==> src/pbm_defines.svh <==
// constants for the phy basic management register bank
`ifndef PBM_DEFINES_SVH
`define PBM_DEFINES_SVH
`define PBM_IDX_CTRL 5'h00
`define PBM_IDX_STAT 5'h01
`define PBM_IDX_ID_HI 5'h02
`define PBM_IDX_ID_LO 5'h03
`define PBM_IDX_ADV 5'h04
`define PBM_CTRL_RESET 15
`define PBM_CTRL_LOOP 14
`define PBM_CTRL_SPEED 13
`define PBM_CTRL_AN_EN 12
`define PBM_CTRL_PDOWN 11
`define PBM_CTRL_AN_RST 9
`define PBM_CTRL_DUPLEX 8
`define PBM_CTRL_COLTEST 7
`define PBM_STAT_AN_DONE 5
`define PBM_STAT_RFAULT 4
`define PBM_STAT_LINK 2
`define PBM_STAT_JABBER 1
`define PBM_STAT_FIXED 16'h7809
`define PBM_ADV_WR_MASK 16'h2dff
`define PBM_ADV_RESET 16'h0081
`define PBM_ADV_STRAP_MASK 16'h0160
`endif

==> src/pbm_pkg.sv <==
// types shared by the phy basic management register bank
package pbm_pkg;
	// writable control fields, self-clearing bits excluded
	typedef struct packed {
		logic loopback;
		logic speed_100;
		logic an_enable;
		logic power_down;
		logic full_duplex;
		logic col_test;
	} pbm_ctrl_t;
	// strap and conditions arriving from the line side of the phy
	typedef struct packed {
		logic strap_speed;
		logic link_up;
		logic remote_fault;
		logic jabber;
		logic an_done;
		logic an_speed_100;
		logic an_full_duplex;
	} pbm_line_t;
endpackage : pbm_pkg

==> src/pbm_regs.sv <==
// phy basic management registers, indexes 0 to 4, reached by index and data
`include "pbm_defines.svh"

// overview of the bank
// - five sixteen-bit registers, picked by a five-bit index
// - index 0 holds control, index 1 status, 2 and 3 identity, 4 the advertisement
// - other indexes read zero and swallow writes
// - writes land on the edge that samples the strobe
// - reads answer one edge later with a valid pulse
// - a read and a write in one cycle: the read sees the old value
//
// hazards and limits
// - line side levels are asynchronous, so each passes two flops first
// - the strap is synchronised too, so reset must last three edges or more
// - latched status bits hold until a status read, then follow the line
// - an event in the reading cycle wins over the clear, so none is lost
// - a soft reset write drops every other bit of the same word
// - self-clearing bits never read back as one
// - negotiated speed and duplex replace the forced bits while autoneg runs
// - resolved line mode lags its source by one extra cycle
//
// what is not here
// - the autoneg engine itself; only its done flag and result come in
// - partner ability, expansion and vendor registers
// - any buffering beyond the one read data register
//
// every output is a flop or a plain copy of one, so the mac side
// never sees a combinational path from its own strobes
//
module pbm_regs #(
	parameter logic [15:0] OUI_HIGH = 16'h1234, // arbitrary value
	parameter logic [5:0] OUI_LOW = 6'h15, // arbitrary value
	parameter logic [5:0] MODEL_NUM = 6'h0a, // arbitrary value
	parameter logic [3:0] REVISION_NUM = 4'h1 // arbitrary value
) (
	// clock and synchronous reset

	input wire logic MCLK,
	input wire logic RESET_N,

	// index and data access from the mac side

	input wire logic [4:0] REG_INDEX,
	input wire logic REG_WR,
	input wire logic [15:0] REG_WDATA,
	input wire logic REG_RD,
	output logic [15:0] REG_RDATA,
	output logic REG_RVALID,

	// strap and line side conditions, all asynchronous

	input wire logic SPEED_SEL,
	input wire logic LINK_UP,
	input wire logic REMOTE_FAULT,
	input wire logic JABBER,
	input wire logic AN_DONE,
	input wire logic AN_SPEED_100,
	input wire logic AN_FULL_DUPLEX,

	// pulses and levels towards the rest of the phy

	output logic PHY_SOFT_RESET,
	output logic AN_RESTART,
	output logic LOOPBACK_EN,
	output logic POWER_DOWN,
	output logic COL_TEST_EN,
	output logic AN_ENABLE,
	output logic LINE_SPEED_100,
	output logic LINE_FULL_DUPLEX,
	output logic [15:0] ADV_WORD
);

	// control defaults; speed and autoneg enable follow the strap level
	function automatic pbm_pkg::pbm_ctrl_t ctrl_default(input logic strap);
		pbm_pkg::pbm_ctrl_t c;
		c = '0;
		c.speed_100 = strap;
		c.an_enable = strap;
		return c;
	endfunction : ctrl_default

	// advertisement defaults; 100 full, 10 full and 10 half follow the strap
	function automatic logic [15:0] adv_default(input logic strap);
		logic [15:0] a;
		a = `PBM_ADV_RESET;
		if (strap) begin
			a = a | `PBM_ADV_STRAP_MASK;
		end
		return a;
	endfunction : adv_default

	// line inputs come from another domain, so two flops before any use
	pbm_pkg::pbm_line_t line_s1_r;
	pbm_pkg::pbm_line_t line_s2_r;

	always_ff @(posedge MCLK) begin
		line_s1_r <= {SPEED_SEL, LINK_UP, REMOTE_FAULT, JABBER, AN_DONE,
			AN_SPEED_100, AN_FULL_DUPLEX};
		line_s2_r <= line_s1_r;
	end

	// writable register contents
	pbm_pkg::pbm_ctrl_t ctrl_r, ctrl_nxt;
	logic [15:0] adv_r, adv_nxt;

	// latched status flags
	logic rfault_l_r, rfault_l_nxt;
	logic jabber_l_r, jabber_l_nxt;
	logic link_l_r, link_l_nxt;

	// one-cycle pulses from self-clearing bits
	logic soft_rst_r, soft_rst_nxt;
	logic an_rst_r, an_rst_nxt;

	// resolved line mode
	logic speed_r, speed_nxt;
	logic duplex_r, duplex_nxt;

	// read answer; data holds until the next read
	logic [15:0] rdata_r, rdata_nxt;
	logic rvalid_r, rvalid_nxt;

	// decoded strobes and assembled words
	logic wr_ctrl;
	logic wr_adv;
	logic rd_stat;
	logic soft_req;
	logic an_complete;
	logic [15:0] ctrl_word;
	logic [15:0] stat_word;

	// access decode; the mac side only ever reaches us by index
	assign wr_ctrl = REG_WR && (REG_INDEX == `PBM_IDX_CTRL);
	assign wr_adv = REG_WR && (REG_INDEX == `PBM_IDX_ADV);
	assign rd_stat = REG_RD && (REG_INDEX == `PBM_IDX_STAT);
	assign soft_req = wr_ctrl && REG_WDATA[`PBM_CTRL_RESET];

	// completion only counts while autoneg runs and the phy is powered up
	assign an_complete = line_s2_r.an_done && ctrl_r.an_enable
		&& !ctrl_r.power_down;

	// control word as read back; self-clearing bits always read zero
	always_comb begin
		ctrl_word = '0;
		ctrl_word[`PBM_CTRL_LOOP] = ctrl_r.loopback;
		ctrl_word[`PBM_CTRL_SPEED] = ctrl_r.speed_100;
		ctrl_word[`PBM_CTRL_AN_EN] = ctrl_r.an_enable;
		ctrl_word[`PBM_CTRL_PDOWN] = ctrl_r.power_down;
		ctrl_word[`PBM_CTRL_DUPLEX] = ctrl_r.full_duplex;
		ctrl_word[`PBM_CTRL_COLTEST] = ctrl_r.col_test;
	end

	// status word: fixed abilities plus live and latched flags
	always_comb begin
		stat_word = `PBM_STAT_FIXED;
		stat_word[`PBM_STAT_AN_DONE] = an_complete;
		stat_word[`PBM_STAT_RFAULT] = rfault_l_r;
		stat_word[`PBM_STAT_LINK] = link_l_r;
		stat_word[`PBM_STAT_JABBER] = jabber_l_r;
	end

	// next state of control, advertisement, latches and pulses
	// priority, lowest first:
	// - latches follow their own set and clear terms
	// - a plain write updates control or advertisement
	// - a soft reset write replaces both with strap defaults
	// - the reset input overrides everything
	// keeping all of it in one process makes the priority plain to see
	always_comb begin
		ctrl_nxt = ctrl_r;
		adv_nxt = adv_r;
		soft_rst_nxt = 1'b0;
		an_rst_nxt = 1'b0;
		// latch high: an event in the reading cycle survives the clear
		rfault_l_nxt = line_s2_r.remote_fault | (rfault_l_r & ~rd_stat);
		jabber_l_nxt = line_s2_r.jabber | (jabber_l_r & ~rd_stat);
		// latch low: a read reloads the live level, otherwise a loss sticks
		link_l_nxt = rd_stat ? line_s2_r.link_up
			: (link_l_r & line_s2_r.link_up);
		if (soft_req) begin
			// other bits of a reset write are dropped, defaults win
			ctrl_nxt = ctrl_default(line_s2_r.strap_speed);
			adv_nxt = adv_default(line_s2_r.strap_speed);
			soft_rst_nxt = 1'b1;
			rfault_l_nxt = line_s2_r.remote_fault;
			jabber_l_nxt = line_s2_r.jabber;
			link_l_nxt = line_s2_r.link_up;
		end else begin
			if (wr_ctrl) begin
				ctrl_nxt.loopback = REG_WDATA[`PBM_CTRL_LOOP];
				ctrl_nxt.speed_100 = REG_WDATA[`PBM_CTRL_SPEED];
				ctrl_nxt.an_enable = REG_WDATA[`PBM_CTRL_AN_EN];
				ctrl_nxt.power_down = REG_WDATA[`PBM_CTRL_PDOWN];
				ctrl_nxt.full_duplex = REG_WDATA[`PBM_CTRL_DUPLEX];
				ctrl_nxt.col_test = REG_WDATA[`PBM_CTRL_COLTEST];
				an_rst_nxt = REG_WDATA[`PBM_CTRL_AN_RST];
			end
			if (wr_adv) begin
				// read-only and reserved bits keep their zero
				adv_nxt = (REG_WDATA & `PBM_ADV_WR_MASK)
					| (adv_r & ~`PBM_ADV_WR_MASK);
			end
		end
		if (!RESET_N) begin
			// strap flops run free, so hold reset three edges to catch it
			ctrl_nxt = ctrl_default(line_s2_r.strap_speed);
			adv_nxt = adv_default(line_s2_r.strap_speed);
			soft_rst_nxt = 1'b0;
			an_rst_nxt = 1'b0;
			rfault_l_nxt = 1'b0;
			jabber_l_nxt = 1'b0;
			link_l_nxt = 1'b0;
		end
	end

	// resolved line mode; autoneg result overrides the forced bits
	// the forced bits stay stored while autoneg runs, but the control write
	// that switches autoneg off loads them anew from its own bits 13 and 8
	always_comb begin
		if (ctrl_r.an_enable) begin
			speed_nxt = line_s2_r.an_speed_100;
			duplex_nxt = line_s2_r.an_full_duplex;
		end else begin
			speed_nxt = ctrl_r.speed_100;
			duplex_nxt = ctrl_r.full_duplex;
		end
		if (!RESET_N) begin
			speed_nxt = 1'b0;
			duplex_nxt = 1'b0;
		end
	end

	// read path: one cycle from strobe to data, unknown indexes read zero
	// data is kept when no read is pending, so the mac side may take it late
	// the valid pulse is the only sign of a fresh answer
	always_comb begin
		rdata_nxt = rdata_r;
		rvalid_nxt = REG_RD;
		if (REG_RD) begin
			unique case (REG_INDEX)
				`PBM_IDX_CTRL: rdata_nxt = ctrl_word;
				`PBM_IDX_STAT: rdata_nxt = stat_word;
				`PBM_IDX_ID_HI: rdata_nxt = OUI_HIGH;
				`PBM_IDX_ID_LO: rdata_nxt = {OUI_LOW, MODEL_NUM, REVISION_NUM};
				`PBM_IDX_ADV: rdata_nxt = adv_r;
				default: rdata_nxt = 16'h0000;
			endcase
		end
		if (!RESET_N) begin
			rdata_nxt = 16'h0000;
			rvalid_nxt = 1'b0;
		end
	end

	// registers only
	always_ff @(posedge MCLK) begin
		ctrl_r <= ctrl_nxt;
		adv_r <= adv_nxt;
		rfault_l_r <= rfault_l_nxt;
		jabber_l_r <= jabber_l_nxt;
		link_l_r <= link_l_nxt;
		soft_rst_r <= soft_rst_nxt;
		an_rst_r <= an_rst_nxt;
		speed_r <= speed_nxt;
		duplex_r <= duplex_nxt;
		rdata_r <= rdata_nxt;
		rvalid_r <= rvalid_nxt;
	end

	// outputs straight from flops

	// read answer
	assign REG_RDATA = rdata_r;
	assign REG_RVALID = rvalid_r;

	// pulses and levels towards the phy
	assign PHY_SOFT_RESET = soft_rst_r;
	assign AN_RESTART = an_rst_r;
	assign LOOPBACK_EN = ctrl_r.loopback;
	assign POWER_DOWN = ctrl_r.power_down;
	assign COL_TEST_EN = ctrl_r.col_test;
	assign AN_ENABLE = ctrl_r.an_enable;
	assign LINE_SPEED_100 = speed_r;
	assign LINE_FULL_DUPLEX = duplex_r;
	assign ADV_WORD = adv_r;

endmodule : pbm_regs

==> config.mk <==
export PLATFORM = sky130hd
export DESIGN_NAME = pbm_regs
export DESIGN_NICKNAME = d
export VERILOG_FILES = /design/src/pbm_pkg.sv /design/src/pbm_regs.sv
export VERILOG_INCLUDE_DIRS = /design/src
export SDC_FILE = /design/constraint.sdc
export NUM_CORES = 1
export LEC_CHECK = 0
export ABC_AREA = 1
export BUFFER_PORTS_ARGS = -buffer_cell sky130_fd_sc_hd__buf_4
export CAP_MARGIN = 10
export CORE_ASPECT_RATIO = 1.2
export CORE_MARGIN = 4
export CORE_UTILIZATION = 45
export DETAILED_ROUTE_END_ITERATION = 16
export PLACE_DENSITY = 0.85
export SLEW_MARGIN = 20
export SYNTH_ARGS = -nofsm -noshare
export SYNTH_HDL_FRONTEND = slang
export SYNTH_SLANG_ARGS = --single-unit
==> constraint.sdc <==
create_clock -name MCLK -period 4.3 [get_ports MCLK]
set_input_delay 0.215 -clock MCLK [delete_from_list [all_inputs] [get_ports MCLK]]
set_output_delay 0.215 -clock MCLK [all_outputs]
set_load 0.01 [all_outputs]
==> summary.txt <==
Global route
  – GRT overflow: 0
  – Pin count of the biggest net entering global routing: 18
  – Total Routing Usage GR: 0.1711
  – Vias in the first global route: 1758
  – Initial antenna violation count: 0
  – First-pass GRT wire length: 7.941 mm

CTS
  – H-tree Lvls: 2
  – Clock-pin slew on the worst setup and hold paths: 0.08 ns
  – CTS buffer count: 5
  – CTS Sinks: 56
  – Root Driver: clkbuf_8
  – Clock Path Buffers: 2
  – Postcts setup bufs: 0
  – TritonCTS clock tree: yes
  – Clock latency on the worst-skew pair: 0.31 ns

Die
  – Core Region: 4594 sq um
  – Row count: 27
  – Initial Util: 0.4684
  – IO Count: 73
  – Die area: 5957 sq um
  – Die Span X: 71.13 um
  – Die Span Y: 83.76 um

Timing
  – Tmin final: 1.452 ns
  – Worst-margin pin slew: 0.7790 ns
  – Max Slew Vio Count: 0
  – Post-Route Setup TNS: 0 ns
  – Fin. Hold Viols: 0
  – F_max: 688.8 MHz
  – Final number of setup-violating endpoints: 0
  – Relative slew slack: 0.4787
  – Unrepaired setup endpoints after global routing: no
  – Layout Skew: 0.01029 ns
  – Tcrit/Tclk final: 0.3376

Synth
  – Flops & latches, synth: 56
  – Cells after synthesis: 237
  – Syn Area/Cell: 9.080 sq um
  – Ys flop type: dfxtp_1
  – Yosys warns: 0
  – Cell Area, Synth: 2152 sq um
  – Seq/Total Area, Yosys: 0.5860
  – Number of distinct library cells after synthesis: 27
  – Number of synthesized flops with an enable pin: 14
  – Asr flop ratio synth: 0

Critical path
  – Cell breakdown of the critical path: buf_4, nor2_4, nand2_2, nor2_2, inv_1, o21ai_0, buf_4
  – Crit Path Category: in2reg
  – Slowest-stage cell, CP: nor2_2
  – Crit. End Element: flip-flop
  – CP max stage delay: 0.37 ns
  – CP arrival: 1.46 ns
  – Most Frequent Cell on Critical Path: buf_4
  – Worst path bufs/invs: 3
  – Crit path required time: 4.31 ns
  – Crit path launch type: primary input
  – Worst-path maximum fanout: 12
  – Crit path max-delay family: simple AND/OR/NAND/NOR gates

Finish
  – P&R area growth vs syn: 32.85%
  – Leading cell type in the layout, fill and taps excluded: nand2_1
  – Ratio of cells with drive above 1 in the final layout: 0.3248
  – Antenna diode count: 0
  – Final net count: 345
  – Most frequent cells in the layout: nand2_1, buf_4, dfxtp_1, inv_1, edfxtp_1
  – Fin cells: 372

Pwr
  – Power Total: 1.022 mW
  – Peak VDD IR: 0.1824 mV
  – Clk pwr share: 0.338
  – Internal: 799.4 uW
  – Net switching power: 222.8 uW
  – Leakage power: 1.382 nW
  – PD cells: 357.5 nW/um^2
  – Sequential share of power: 0.562
  – Comb pwr share: 0.100
  – Sw Share: 0.2180

Min path
  – Hold Path Class: in2reg

Status
  – Status: complete, no violations

Placement
  – Detailed Place HPWL: 3.800 mm
  – Input/output buffers: 68
  – Placed Cells: 358
  – RD Place Congestion: 0.9411

Route
  – Initial drt markers: 122
  – Vias per Instance: 4.761
  – Vias: 1771
  – DRT Pass-1 Iters: 4
  – Post-route ant nets: 0
  – Drt total wl: 4.958 mm
  – DR WL/cell: 13.33 um
  – DR DRC count: 0

Job
  – Max-Cap Viols: 0
per-stage QoR:
stage	setup WS [ns]	util	area, sq um	hold WS, ns
final	2.848	0.6223	2859	0.01296
after global routing	2.674	0.6223	2859	0.002018
after CTS	2.860	0.6179	2839	0.003743
after detailed placement	2.538	0.5839	2683	0.3135
after global placement	2.601	0.5839	2683	0.3102
after floorplan	2.257	-	2163	0.2427
Yosys cell counts (5+ instances only):
cell      number  share of area
inv_1         24          0.042
dfxtp_1       42           0.39
nor2_1         9          0.016
o21ai_0        9          0.021
buf_4          5          0.017
nand4_1        5          0.015
a21oi_1        7          0.016
nand2_1       75           0.13
edfxtp_1      14           0.20
nor2_2         8          0.023
nand3_1       12          0.028
layer usage:
metal	vias up	wire length [um]	global-route usage	part of all wire
met5	-	0	0	0
met4	0	174	0.1009	0.035
met3	15	270	0.03855	0.054
met2	67	2502	0.2835	0.50
met1	800	2011	0.1988	0.41
li1	889	-	-	-
area by class of cell:
cell class	count	area, sq um
Fill cell	405	1735
Sequential cell	56	1261
Multi-Input combinational cell	149	733.2
Timing Repair Buffer	75	578.1
Inverter	26	97.59
Clock buffer	6	82.58
Tap cell	58	72.57
Clock inverter	2	33.78
registers in the layout, indices dropped and copies added (netlist names), 2 cells and up:
| register | count |
|---|---|
| line_s1_r | 7 |
| line_s2_r | 7 |
| ctrl_r | 2 |
| REG_RDATA | 16 |
| ADV_WORD | 12 |
cells by family after synthesis:
family	after synthesis	share of synthesized area
DFF	56	0.5860
buffers and inverters	35	0.07849
AOI/OAI and AO/OA	22	0.05930
and+or+nand+nor	123	0.2744
other	1	0.001743
what timing repair did:
item	in CTS	in global routing
hold endpoints to repair	4	2
gates resized for setup	0	0
hold buffers	4	2
worst paths after layout:
kind | startpoint | to | slack [ns] | depth (start not counted)
setup / recovery | REG_INDEX[1] | ADV_WORD[3] | 2.85 | 7
hold / removal | LINK_UP | line_s1_r[5] | 0.01 | 1
setup reg to reg | AN_ENABLE | REG_RDATA[12] | 3.27 | 3
hold reg to reg | line_s1_r[3] | line_s2_r[3] | 0.33 | 0
power by group through the flow:
| stage | combinational, mW | sequential, mW | clock (mW) |
|---|---|---|---|
| 5_1_grt | 0.111 | 0.577 | 0.370 |
| 3_3_place_gp | 0.0963 | 0.586 | 0 |
| 3_5_place_dp | 0.0983 | 0.586 | 0 |
| 2_1_floorplan | 0.0423 | 0.590 | 0 |
| 4_1_cts | 0.102 | 0.574 | 0.350 |
| 6_report | 0.102 | 0.575 | 0.345 |
worst reg2reg max path: cells and delay by family, from the launching register on:
kind,cells,cell delay (ns)
flip-flops,1,0.46
buffers and inverters,1,0.15
AND/OR/NAND/NOR,1,0.07
AO/OA/AOI/OAI,1,0.24
(Power assumes the default switching activity.)
